## config.mk

```make
export PLATFORM = sky130hd
export DESIGN_NAME = ddrio_path
export DESIGN_NICKNAME = d
export VERILOG_FILES = /design/src/rtl/ddrio_pkg.sv /design/src/rtl/ddrio_path.sv
export SDC_FILE = /design/constraint.sdc
export NUM_CORES = 1
export LEC_CHECK = 0
export BUFFER_PORTS_ARGS = -buffer_cell sky130_fd_sc_hd__buf_4
export CORE_AREA = 2 2 39 41
export DETAILED_ROUTE_END_ITERATION = 7
export DIE_AREA = 0 0 41 43
export PLACE_DENSITY_LB_ADDON = 0.2
export SLEW_MARGIN = 25
export SYNTH_ARGS = -nofsm -noshare
export SYNTH_HDL_FRONTEND = slang
export SYNTH_SLANG_ARGS = --single-unit
```

## constraint.sdc

```tcl
create_clock -name clk -period 0.8 [get_ports clk]
set_input_delay 0.12 -clock clk [delete_from_list [all_inputs] [get_ports clk]]
set_output_delay 0.12 -clock clk [all_outputs]
set_load 0.05 [all_outputs]
```

## src/rtl/ddrio_pkg.sv

```systemverilog
/*
  Package for the double-rate pin path: reset values and the packed
  carriers that group the input, output and enable streams.
  Assumes a single common clock; nothing here is clocked.
*/
package ddrio_pkg;

  // ==========================================================
  // reset values
  localparam logic RISE_CAP_RST = 1'h0;
  localparam logic FALL_CAP_RST = 1'h0;
  localparam logic HIGH_PH_RST  = 1'h0;
  localparam logic LOW_PH_RST   = 1'h0;
  localparam logic OE_RST       = 1'h0;

  // ==========================================================
  // carriers
  typedef struct packed {
    logic rise;   // value caught on the rising edge, retimed
    logic fall;   // value caught on the falling edge, retimed
  } ddrio_pair_t;

  typedef struct packed {
    logic pin_i;  // pin level as seen by the input buffer
  } ddrio_pin_in_t;

  typedef struct packed {
    logic pin_o;  // level driven when enabled
    logic pin_oe; // high while this end drives the pin
  } ddrio_pin_out_t;

endpackage : ddrio_pkg

```

## src/rtl/ddrio_path.sv

```systemverilog
/*
  Double-rate pin path: input capture on both edges realigned to the
  rising edge, two-phase output multiplexed by clock level, and a
  tri-state enable for the shared pin.
  Assumes the pin is resolved outside from pin_o, pin_oe and the far
  driver, and that the far party drives only while pin_oe is low.
*/
`timescale 1ns/100ps

module ddrio_path
  import ddrio_pkg::*;
(
  input  wire logic           clk,
  input  wire logic           reset_n,
  input  wire logic           clk_en,
  input  wire ddrio_pin_in_t  pin_in,
  output ddrio_pin_out_t      pin_out,
  input  wire logic           data_in_h,
  input  wire logic           data_in_l,
  input  wire logic           drive_en,
  output ddrio_pair_t         rx_pair
);

  // ==========================================================
  // input capture
  // the pin is caught twice per period: once as the clock rises and
  // once as it falls; both copies are then moved onto the rising edge
  // so the core sees one pair per cycle, rise bit first in time.
  // the falling copy has only half a period to reach its retiming
  // flop, so this is the path to watch when placing the logic.
  logic rise_cap_r;
  logic fall_cap_r;
  logic rise_sync_r;
  logic fall_sync_r;

  // rising-edge capture
  always_ff @(posedge clk or negedge reset_n) begin
    if (!reset_n) begin
      rise_cap_r <= RISE_CAP_RST;
    end else if (clk_en) begin
      rise_cap_r <= pin_in.pin_i;
    end
  end

  // falling-edge capture; clk_en is assumed stable across the low half
  always_ff @(negedge clk or negedge reset_n) begin
    if (!reset_n) begin
      fall_cap_r <= FALL_CAP_RST;
    end else if (clk_en) begin
      fall_cap_r <= pin_in.pin_i;
    end
  end

  // realign both streams; fall half-cycle path is the tight one
  always_ff @(posedge clk or negedge reset_n) begin
    if (!reset_n) begin
      rise_sync_r <= RISE_CAP_RST;
      fall_sync_r <= FALL_CAP_RST;
    end else if (clk_en) begin
      rise_sync_r <= rise_cap_r;
      fall_sync_r <= fall_cap_r;
    end
  end

  assign rx_pair = '{rise: rise_sync_r, fall: fall_sync_r};

  // ==========================================================
  // output phases
  // two values per period leave on the pin: the high-phase register
  // while the clock is high, the low-phase register while it is low.
  // both registers load on the rising edge, so a pair taken at edge N
  // shows high half first, low half second, until the next edge.
  // the enable is registered too, so it lines up with its data.
  logic high_ph_r;
  logic low_ph_r;
  logic oe_r;

  // both phase registers on the common rising edge
  always_ff @(posedge clk or negedge reset_n) begin
    if (!reset_n) begin
      high_ph_r <= HIGH_PH_RST;
      low_ph_r  <= LOW_PH_RST;
    end else if (clk_en) begin
      high_ph_r <= data_in_h;
      low_ph_r  <= data_in_l;
    end
  end

  // enable registered to line up with the data it guards
  always_ff @(posedge clk or negedge reset_n) begin
    if (!reset_n) begin
      oe_r <= OE_RST;
    end else if (clk_en) begin
      oe_r <= drive_en;
    end
  end

  // clock-level mux; glitch risk is the price of a plain gate mux
  assign pin_out.pin_o  = clk ? high_ph_r : low_ph_r;
  assign pin_out.pin_oe = oe_r;

  // ==========================================================
  // checks
  // reset is released on a rising edge, and the flops loaded at that
  // edge still saw reset; so reset_n also stands in the antecedents,
  // which keeps an attempt started on that edge vacuous

  // high once a rising edge has passed with reset held; the edges
  // before that find flops that have not yet seen any reset
  logic rst_held_r;

  always_ff @(posedge clk) begin
    rst_held_r <= !reset_n;
  end

  // released pin and cleared streams while reset is held
  a_reset_quiet: assert property (@(posedge clk)
    !reset_n && rst_held_r
      |-> !pin_out.pin_oe && !pin_out.pin_o && rx_pair == '0)
    else $error("outputs not quiet in reset");

  // high half, seen just before the falling edge
  a_high_phase_out: assert property (@(negedge clk)
    disable iff (!reset_n)
    pin_out.pin_o == high_ph_r)
    else $error("high half shows wrong register");

  // low half, seen just before the rising edge
  a_low_phase_out: assert property (@(posedge clk)
    disable iff (!reset_n)
    pin_out.pin_o == low_ph_r)
    else $error("low half shows wrong register");

  // rising capture holds the pin level of its own edge
  a_rise_capture: assert property (@(posedge clk)
    disable iff (!reset_n)
    reset_n && clk_en |=> rise_cap_r == $past(pin_in.pin_i))
    else $error("rising capture mismatch");

  // falling capture holds the pin level of its own edge
  a_fall_capture: assert property (@(negedge clk)
    disable iff (!reset_n)
    reset_n && clk_en |=> fall_cap_r == $past(pin_in.pin_i))
    else $error("falling capture mismatch");

  // rise bit reaches the core two rising edges after the pin
  a_rise_realign: assert property (@(posedge clk)
    disable iff (!reset_n)
    reset_n && $past(reset_n) && clk_en && $past(clk_en)
      |=> rx_pair.rise == $past(pin_in.pin_i, 2))
    else $error("rising stream not realigned");

  // fall bit moves onto the rising edge one edge later
  a_fall_realign: assert property (@(posedge clk)
    disable iff (!reset_n)
    reset_n && clk_en |=> rx_pair.fall == $past(fall_cap_r))
    else $error("falling stream not realigned");

  // both phase registers load from the core on the rising edge
  a_phase_load: assert property (@(posedge clk)
    disable iff (!reset_n)
    reset_n && clk_en |=> high_ph_r == $past(data_in_h)
      && low_ph_r == $past(data_in_l))
    else $error("phase registers not loaded");

  // high half of the last period carried the high phase
  a_high_drive: assert property (@(negedge clk)
    disable iff (!reset_n)
    $past(pin_out.pin_o) == $past(high_ph_r))
    else $error("high half does not carry high phase");

  // low half of the last period carried the low phase
  a_low_drive: assert property (@(posedge clk)
    disable iff (!reset_n)
    $past(pin_out.pin_o) == $past(low_ph_r))
    else $error("low half does not carry low phase");

  // enable follows the request one edge later
  a_enable_follow: assert property (@(posedge clk)
    disable iff (!reset_n)
    reset_n && clk_en |=> pin_out.pin_oe == $past(drive_en))
    else $error("enable does not follow request");

  // a dropped request lets go of the pin on the next edge
  a_release_drive: assert property (@(posedge clk)
    disable iff (!reset_n)
    reset_n && clk_en && !drive_en |=> !pin_out.pin_oe)
    else $error("pin not released");

  // a released pin is captured and reaches the core
  a_release_pin: assert property (@(posedge clk)
    disable iff (!reset_n)
    reset_n && clk_en && !pin_out.pin_oe ##1 clk_en
      |=> rx_pair.rise == $past(pin_in.pin_i, 2))
    else $error("released pin not captured");

  // a low clock enable freezes every rising-edge flop but rst_held_r
  a_freeze_hold: assert property (@(posedge clk)
    disable iff (!reset_n)
    reset_n && !clk_en |=> $stable(rx_pair) && $stable(pin_out.pin_oe)
      && $stable(high_ph_r) && $stable(low_ph_r) && $stable(rise_cap_r))
    else $error("state moved while enable low");

  // and the falling-edge capture as well
  a_fall_freeze: assert property (@(negedge clk)
    disable iff (!reset_n)
    reset_n && !clk_en |=> $stable(fall_cap_r))
    else $error("falling capture moved while enable low");

  // a burst of driven periods
  c_drive_burst: cover property (@(posedge clk) disable iff (!reset_n)
    pin_out.pin_oe [*4]);

  // hand-over from driving to receiving
  c_turnaround: cover property (@(posedge clk) disable iff (!reset_n)
    pin_out.pin_oe ##1 !pin_out.pin_oe ##1 rx_pair.fall);

  // two different bits within one period
  c_both_edges: cover property (@(posedge clk) disable iff (!reset_n)
    rx_pair.rise != rx_pair.fall);

  // a run of frozen cycles
  c_clock_hold: cover property (@(posedge clk) disable iff (!reset_n)
    !clk_en [*3]);

endmodule : ddrio_path

```

==> metrics.txt, run 1 <==
most used standard cells in the synthesized netlist=7 x sky130_fd_sc_hd__mux2_4, 6 x sky130_fd_sc_hd__dfrtp_1, 3 x sky130_fd_sc_hd__buf_4; detail-routed net length per standard cell=between 10 and 15 µm; Yosys warning total=0; Tmin final=between 1 and 1.5 ns; cell area after layout=about 550 µm²; Placed Instance Area=~400 µm²; met1 GRT Util=~8.6%; parity-gate share of the synthesized area counting xor and xnor cells=0%; category of the critical setup timing path=reg2out; share of the clock period used by the worst path after layout=160.3%; Rel. slew slack=92.12%; detailed-router iteration count before antenna repair=2; sequential-to-total area share from yosys stat=53.85%; die outline area=1763 µm²; number of hold violations in the final report=0; Final WS setup=-0.4823 ns; largest fanout of any net on the critical path=2; length in cells of the worst reg-to-reg path=1; power per cell area=roughly 2800 nW/µm²; top cells by area in the synthesized netlist=sky130_fd_sc_hd__dfrtp_1 46%, sky130_fd_sc_hd__mux2_4 32%, sky130_fd_sc_hd__dfrtn_1 7.7%, sky130_fd_sc_hd__buf_4 6.9%, sky130_fd_sc_hd__buf_6 3.5%; Internal Pwr Total=between 1 and 1.5 mW; initial core utilization=23.51%; required time at the worst-slack endpoint=roughly 0.7 ns; clock slew at reported path FFs=about 0.050 ns; average footprint of a synthesized cell=17.12 µm²; routing layer with the top usage in global route=met2; result of the run=finished with violations; post-detailed-route count of antenna-violating nets=0; worst slew pin tran=approximately 0.12 ns; skew final=just over 0.02 ns; Post-Synthesis Cell Area=around 330 µm²; grt total ovfl=0; total instance count after detailed placement=between 40 and 50; Post-synth EDFFs=0; Leakage=0.2768 nW; number of rows in the core area=14; remaining routing DRC violations=0; Top-Level Pins=11; antenna violations before repair=0; Vias per Instance=3.914; Finished Core Util=between 30% and 40%; violated checks=setup timing; highest clock rate=between 0.7 and 0.8 GHz; CTS tree=yes; most common cell in the netlist=sky130_fd_sc_hd__mux2_4; number of cells in the finished layout apart from fillers=just under 60; total global routing track utilization=10.93%; classification of the worst-slack hold path=in2async; switching portion of total power=31.18%; RD Place Congestion=~0.67; complex-gate fraction of the synthesized area=0%; core region area=1384 µm²; library cell occupying the most area in the post-synthesis netlist=sky130_fd_sc_hd__dfrtp_1; overall routed net length=between 600 and 700 µm; count of input and output buffers=10; Antenna diodes=0; crit end category=output port; Final Max Slew Viols=0; Switching Power=about 470 µW; share of cells above drive strength 1=69.05%; type of element launching the critical path=flip-flop; Die Span X=approximately 41 µm; worst voltage drop across the vdd grid=between 1 and 1.5 mV; later-pin clock latency in the skew report=between 0.3 and 0.4 ns; via count=between 200 and 250; worst slack at placement=-0.3106 ns; filler cell count in the final layout=about 140; fraction of met2 tracks used by global routing=between 10% and 20%; wire length of the first global-routing pass=approximately 1100 µm; predominant post-synthesis flop cell=sky130_fd_sc_hd__dfrtp_1; unrepaired setup endpoints after global routing=yes; sequential fraction of design power=~28%; violation count after the first detailed-route iteration=1; instance count of the mapped netlist=19; main combinational cell family by area after synthesis=multiplexers; Clk network pwr share=a little over half; FF+latch count, synth=7; asr flop ratio synth=100.0%; area fraction of the dominant cell type after synthesis=a little under half; post-synth cell types=6; layout net count=50; number of global-route vias before repair=305; adder and majority cell fraction of the synthesized area=0%; Critical Path AT=around 1.2 ns; post-synth net total=26; multiplexer fraction of the synthesized cell area=a little over a third; Final setup viols=9; placed wire-length estimate after detailed placement=approximately 400 µm; die extent in y=43 µm; post-synthesis to final-layout area growth=68.85%; share of power burned in combinational logic=about a fifth; number of maximum-capacitance constraint violations=0; met3 usage in global routing=under 10%; Post-Synth Simple-Gate Area=0%; largest net degree at the start of global routing=8
layer usage:
metal | up-vias | share of wire, %
met5 | - | 0
met4 | 0 | 0
met3 | 0 | 5.7
met2 | 7 | 53
met1 | 113 | 42
li1 | 107 | -
stage by stage:
step	power [mW]	hold WS [ns]	TNS (ns)
global placement	0.8659	-0.06510	-0.8777
floorplan	0.7881	-0.1756	-0.6538
CTS	1.537	0.002973	-1.756
global route	1.615	0.1112	-2.017
finish	1.512	0.1128	-1.762
detailed placement	0.8707	-0.06325	-0.9130
power groups by stage:
| stage | Combinational (mW) | Clock (mW) | Sequential [mW] |
|---|---|---|---|
| after CTS | 0.284 | 0.832 | 0.421 |
| after detailed placement | 0.219 | 0.226 | 0.425 |
| after floorplan | 0.185 | 0.186 | 0.417 |
| after global routing | 0.312 | 0.874 | 0.429 |
| after global placement | 0.217 | 0.226 | 0.423 |
| final | 0.295 | 0.792 | 0.424 |
worst paths after layout:
check	to	startpoint	slack (ns)
hold reg to reg	rise_sync_r	rise_cap_r	0.52
min in group clk	rise_sync_r	clk_en	0.22
setup / recovery	pin_out[1]	low_ph_r	-0.48
setup reg to reg	fall_sync_r	fall_cap_r	-0.35
hold / removal	low_ph_r	reset_n	0.11
max in group asynchronous	fall_cap_r	reset_n	0.27
registers in the layout (all words and copies together) (netlist names):
| signal | flops |
|---|---|
| rise_sync_r | 1 |
| low_ph_r | 1 |
| rise_cap_r | 1 |
| fall_cap_r | 1 |
| oe_r | 1 |
| fall_sync_r | 1 |
| high_ph_r | 1 |
cells by family after synthesis:
kind of cell,after synthesis
DFF,7
muxes,8
buffers and inverters,4
worst max-delay path, stage by stage, from the launching register on:
cell and delay [ns]:
sky130_fd_sc_hd__dfrtp_1 0.38, sky130_fd_sc_hd__mux2_4 0.28, sky130_fd_sc_hd__buf_6 0.15
placed cells by master (no fill, tap or decap), drive strengths merged:
cell,n
buf,15
clkbuf,7
dfrtn,1
dfrtp,6
dlygate4sd3,5
mux2,8
cell type report:
class,count,area [µm²],share of cell area (%)
sequential,7,175.2,31.89
tap,16,20.02,3.645
multi-input combinational,8,120.1,21.87
clock buffer,8,60.06,10.93
timing repair buffer,19,173.9,31.66
what timing repair did:
item                       in CTS  in global routing
setup endpoints to repair       5                  8
cloned                          0                  0
hold buffers                    4                  1
hold endpoints to repair       10                  1
gates resized for setup         4                  2
buffers inserted                4                  2
(Power assumes the default switching activity.)
==> run 2, diff against run 1 <==
Settings changed: RECOVER_POWER set to 25.
==> metrics.txt, run 2 (synthesis gave the netlist of run 1 again) <==
result of the run=finished with violations; violated checks=setup timing; Vias per Instance=between 3 and 4; category of the critical setup timing path=reg2out; worst voltage drop across the vdd grid=about 1.2 mV; CTS tree=yes; number of rows in the core area=14; core region area=between 1000 and 1500 µm²; timing startpoint of the critical path=low_ph_r; crit end category=output port; unrepaired setup endpoints after global routing=yes; detail-routed net length per standard cell=between 10 and 15 µm; power per cell area=~2800 nW/µm²; critical-path cell list=mux2_4 -> buf_6; post-synthesis to final-layout area growth=67.69%; critical path's largest stage delay=between 0.3 and 0.4 ns; largest net degree at the start of global routing=8; final worst hold slack=roughly 0.18 ns; Die Span X=between 40 and 50 µm; via count=~230; Leakage=about 0.27 nW; worst slew pin tran=0.3610 ns; later-pin clock latency in the skew report=0.37 ns; required time at the worst-slack endpoint=about 0.7 ns; placed wire-length estimate after detailed placement=~400 µm; total instance count after detailed placement=42; die outline area=1763 µm²; highest clock rate=a little under 0.8 GHz; remaining routing DRC violations=0; largest fanout of any net on the critical path=2; length in cells of the worst reg-to-reg path=1; highest-count cells in the layout ignoring fill and taps=8 x sky130_fd_sc_hd__mux2_4, 8 x sky130_fd_sc_hd__buf_4, 6 x sky130_fd_sc_hd__clkbuf_4, 6 x sky130_fd_sc_hd__dfrtp_1, 6 x sky130_fd_sc_hd__buf_6; number of cells in the finished layout apart from fillers=58; filler cell count in the final layout=about 140; skew final=roughly 0.021 ns; Final Max Slew Viols=0; Top-Level Pins=11; wire length of the first global-routing pass=between 1000 and 1500 µm; share of cells above drive strength 1=between 60% and 70%; number of hold violations in the final report=0; classification of the worst-slack hold path=in2async; violation count after the first detailed-route iteration=1; clock slew at reported path FFs=about 0.05 ns; worst-path cell with the longest stage delay=sky130_fd_sc_hd__dfrtp_1; number of global-route vias before repair=~310; overall routed net length=between 600 and 700 µm; Finished Core Util=39.42%; Antenna diodes=0; Final WS setup=-0.4823 ns; RD Place Congestion=0.6747; number of maximum-capacitance constraint violations=0; initial core utilization=between 20% and 30%; r2r setup slk=-0.35 ns; Tmin final=1.282 ns; startpoint of the worst register-to-register path=fall_cap_r; layout net count=50; antenna violations before repair=0; die extent in y=43 µm; detailed-router iteration count before antenna repair=2; count of input and output buffers=10; top cell family by delay on the critical path=flip-flops; total global routing track utilization=a little over a tenth; Critical Path AT=roughly 1.2 ns; worst slack at placement=-0.3106 ns; Rel. slew slack=between 70% and 80%; type of element launching the critical path=flip-flop; share of the clock period used by the worst path after layout=160.3%; Final setup viols=9; grt total ovfl=0; number of buffers and inverters on the critical path=1; capture point of the worst reg-to-reg path=fall_sync_r; post-detailed-route count of antenna-violating nets=0; total negative setup slack=-1.761 ns
## run 2: cell types whose count changed in the layout (fill, tap and decap cells not counted), sizes merged
| cell | delta |
|---|---|
| buf | -1 |
| clkbuf | +1 |
## run 2: through the flow
| stage | total power, mW | area (µm²) |
|---|---|---|
| floorplan | 0.7881 | 332.8 |
| global placement | 0.8659 | 397.9 |
| detailed placement | 0.8707 | 397.9 |
| CTS | 1.537 | 531.8 |
| global route | 1.612 | 545.5 |
| finish | 1.509 | 545.5 |
## run 2: how the worst max path moves through the flow
| stage | endpoint | slack (ns) | depth (start not counted) |
|---|---|---|---|
| final | pin_out[1] | -0.48 | 2 |
| after floorplan | fall_sync_r | -0.29 | 1 |
| after global placement | fall_sync_r | -0.29 | 1 |
| after detailed placement | fall_sync_r | -0.31 | 1 |
| after global routing | pin_out[1] | -0.52 | 2 |
| after CTS | pin_out[1] | -0.50 | 2 |
## run 2: report_power, final
| part | internal [mW] | total [mW] | switching [mW] |
|---|---|---|---|
| clock network | 0.473 | 0.792 | 0.319 |
| logic | 0.169 | 0.293 | 0.124 |
| registers | 0.396 | 0.424 | 0.0282 |
## run 2: routing by layer
layer  global-route usage, %  routed length (µm)  share of wire (%)
met3                   6.806                  37                5.7
met2                   15.00                 344                 53
met4                   14.00                   0                  0
met1                   8.581                 271                 42
met5                       0                   0                  0
## run 2: timing repair
| item | in CTS | in global routing |
|---|---|---|
| hold buffers | 4 | 1 |
| hold endpoints to repair | 10 | 1 |
| resized for setup | 4 | 2 |
| pin swaps | 0 | 0 |
| setup buffers | 4 | 2 |
| endpoints found under the setup margin | 5 | 8 |
## run 2: layout make-up
type	count	area (µm²)	share of cell area, %
clock buffer	8	60.06	11.01
multi-input combinational	8	120.1	22.02
sequential	7	175.2	32.11
tap	16	20.02	3.670
timing repair buffer	19	170.2	31.19
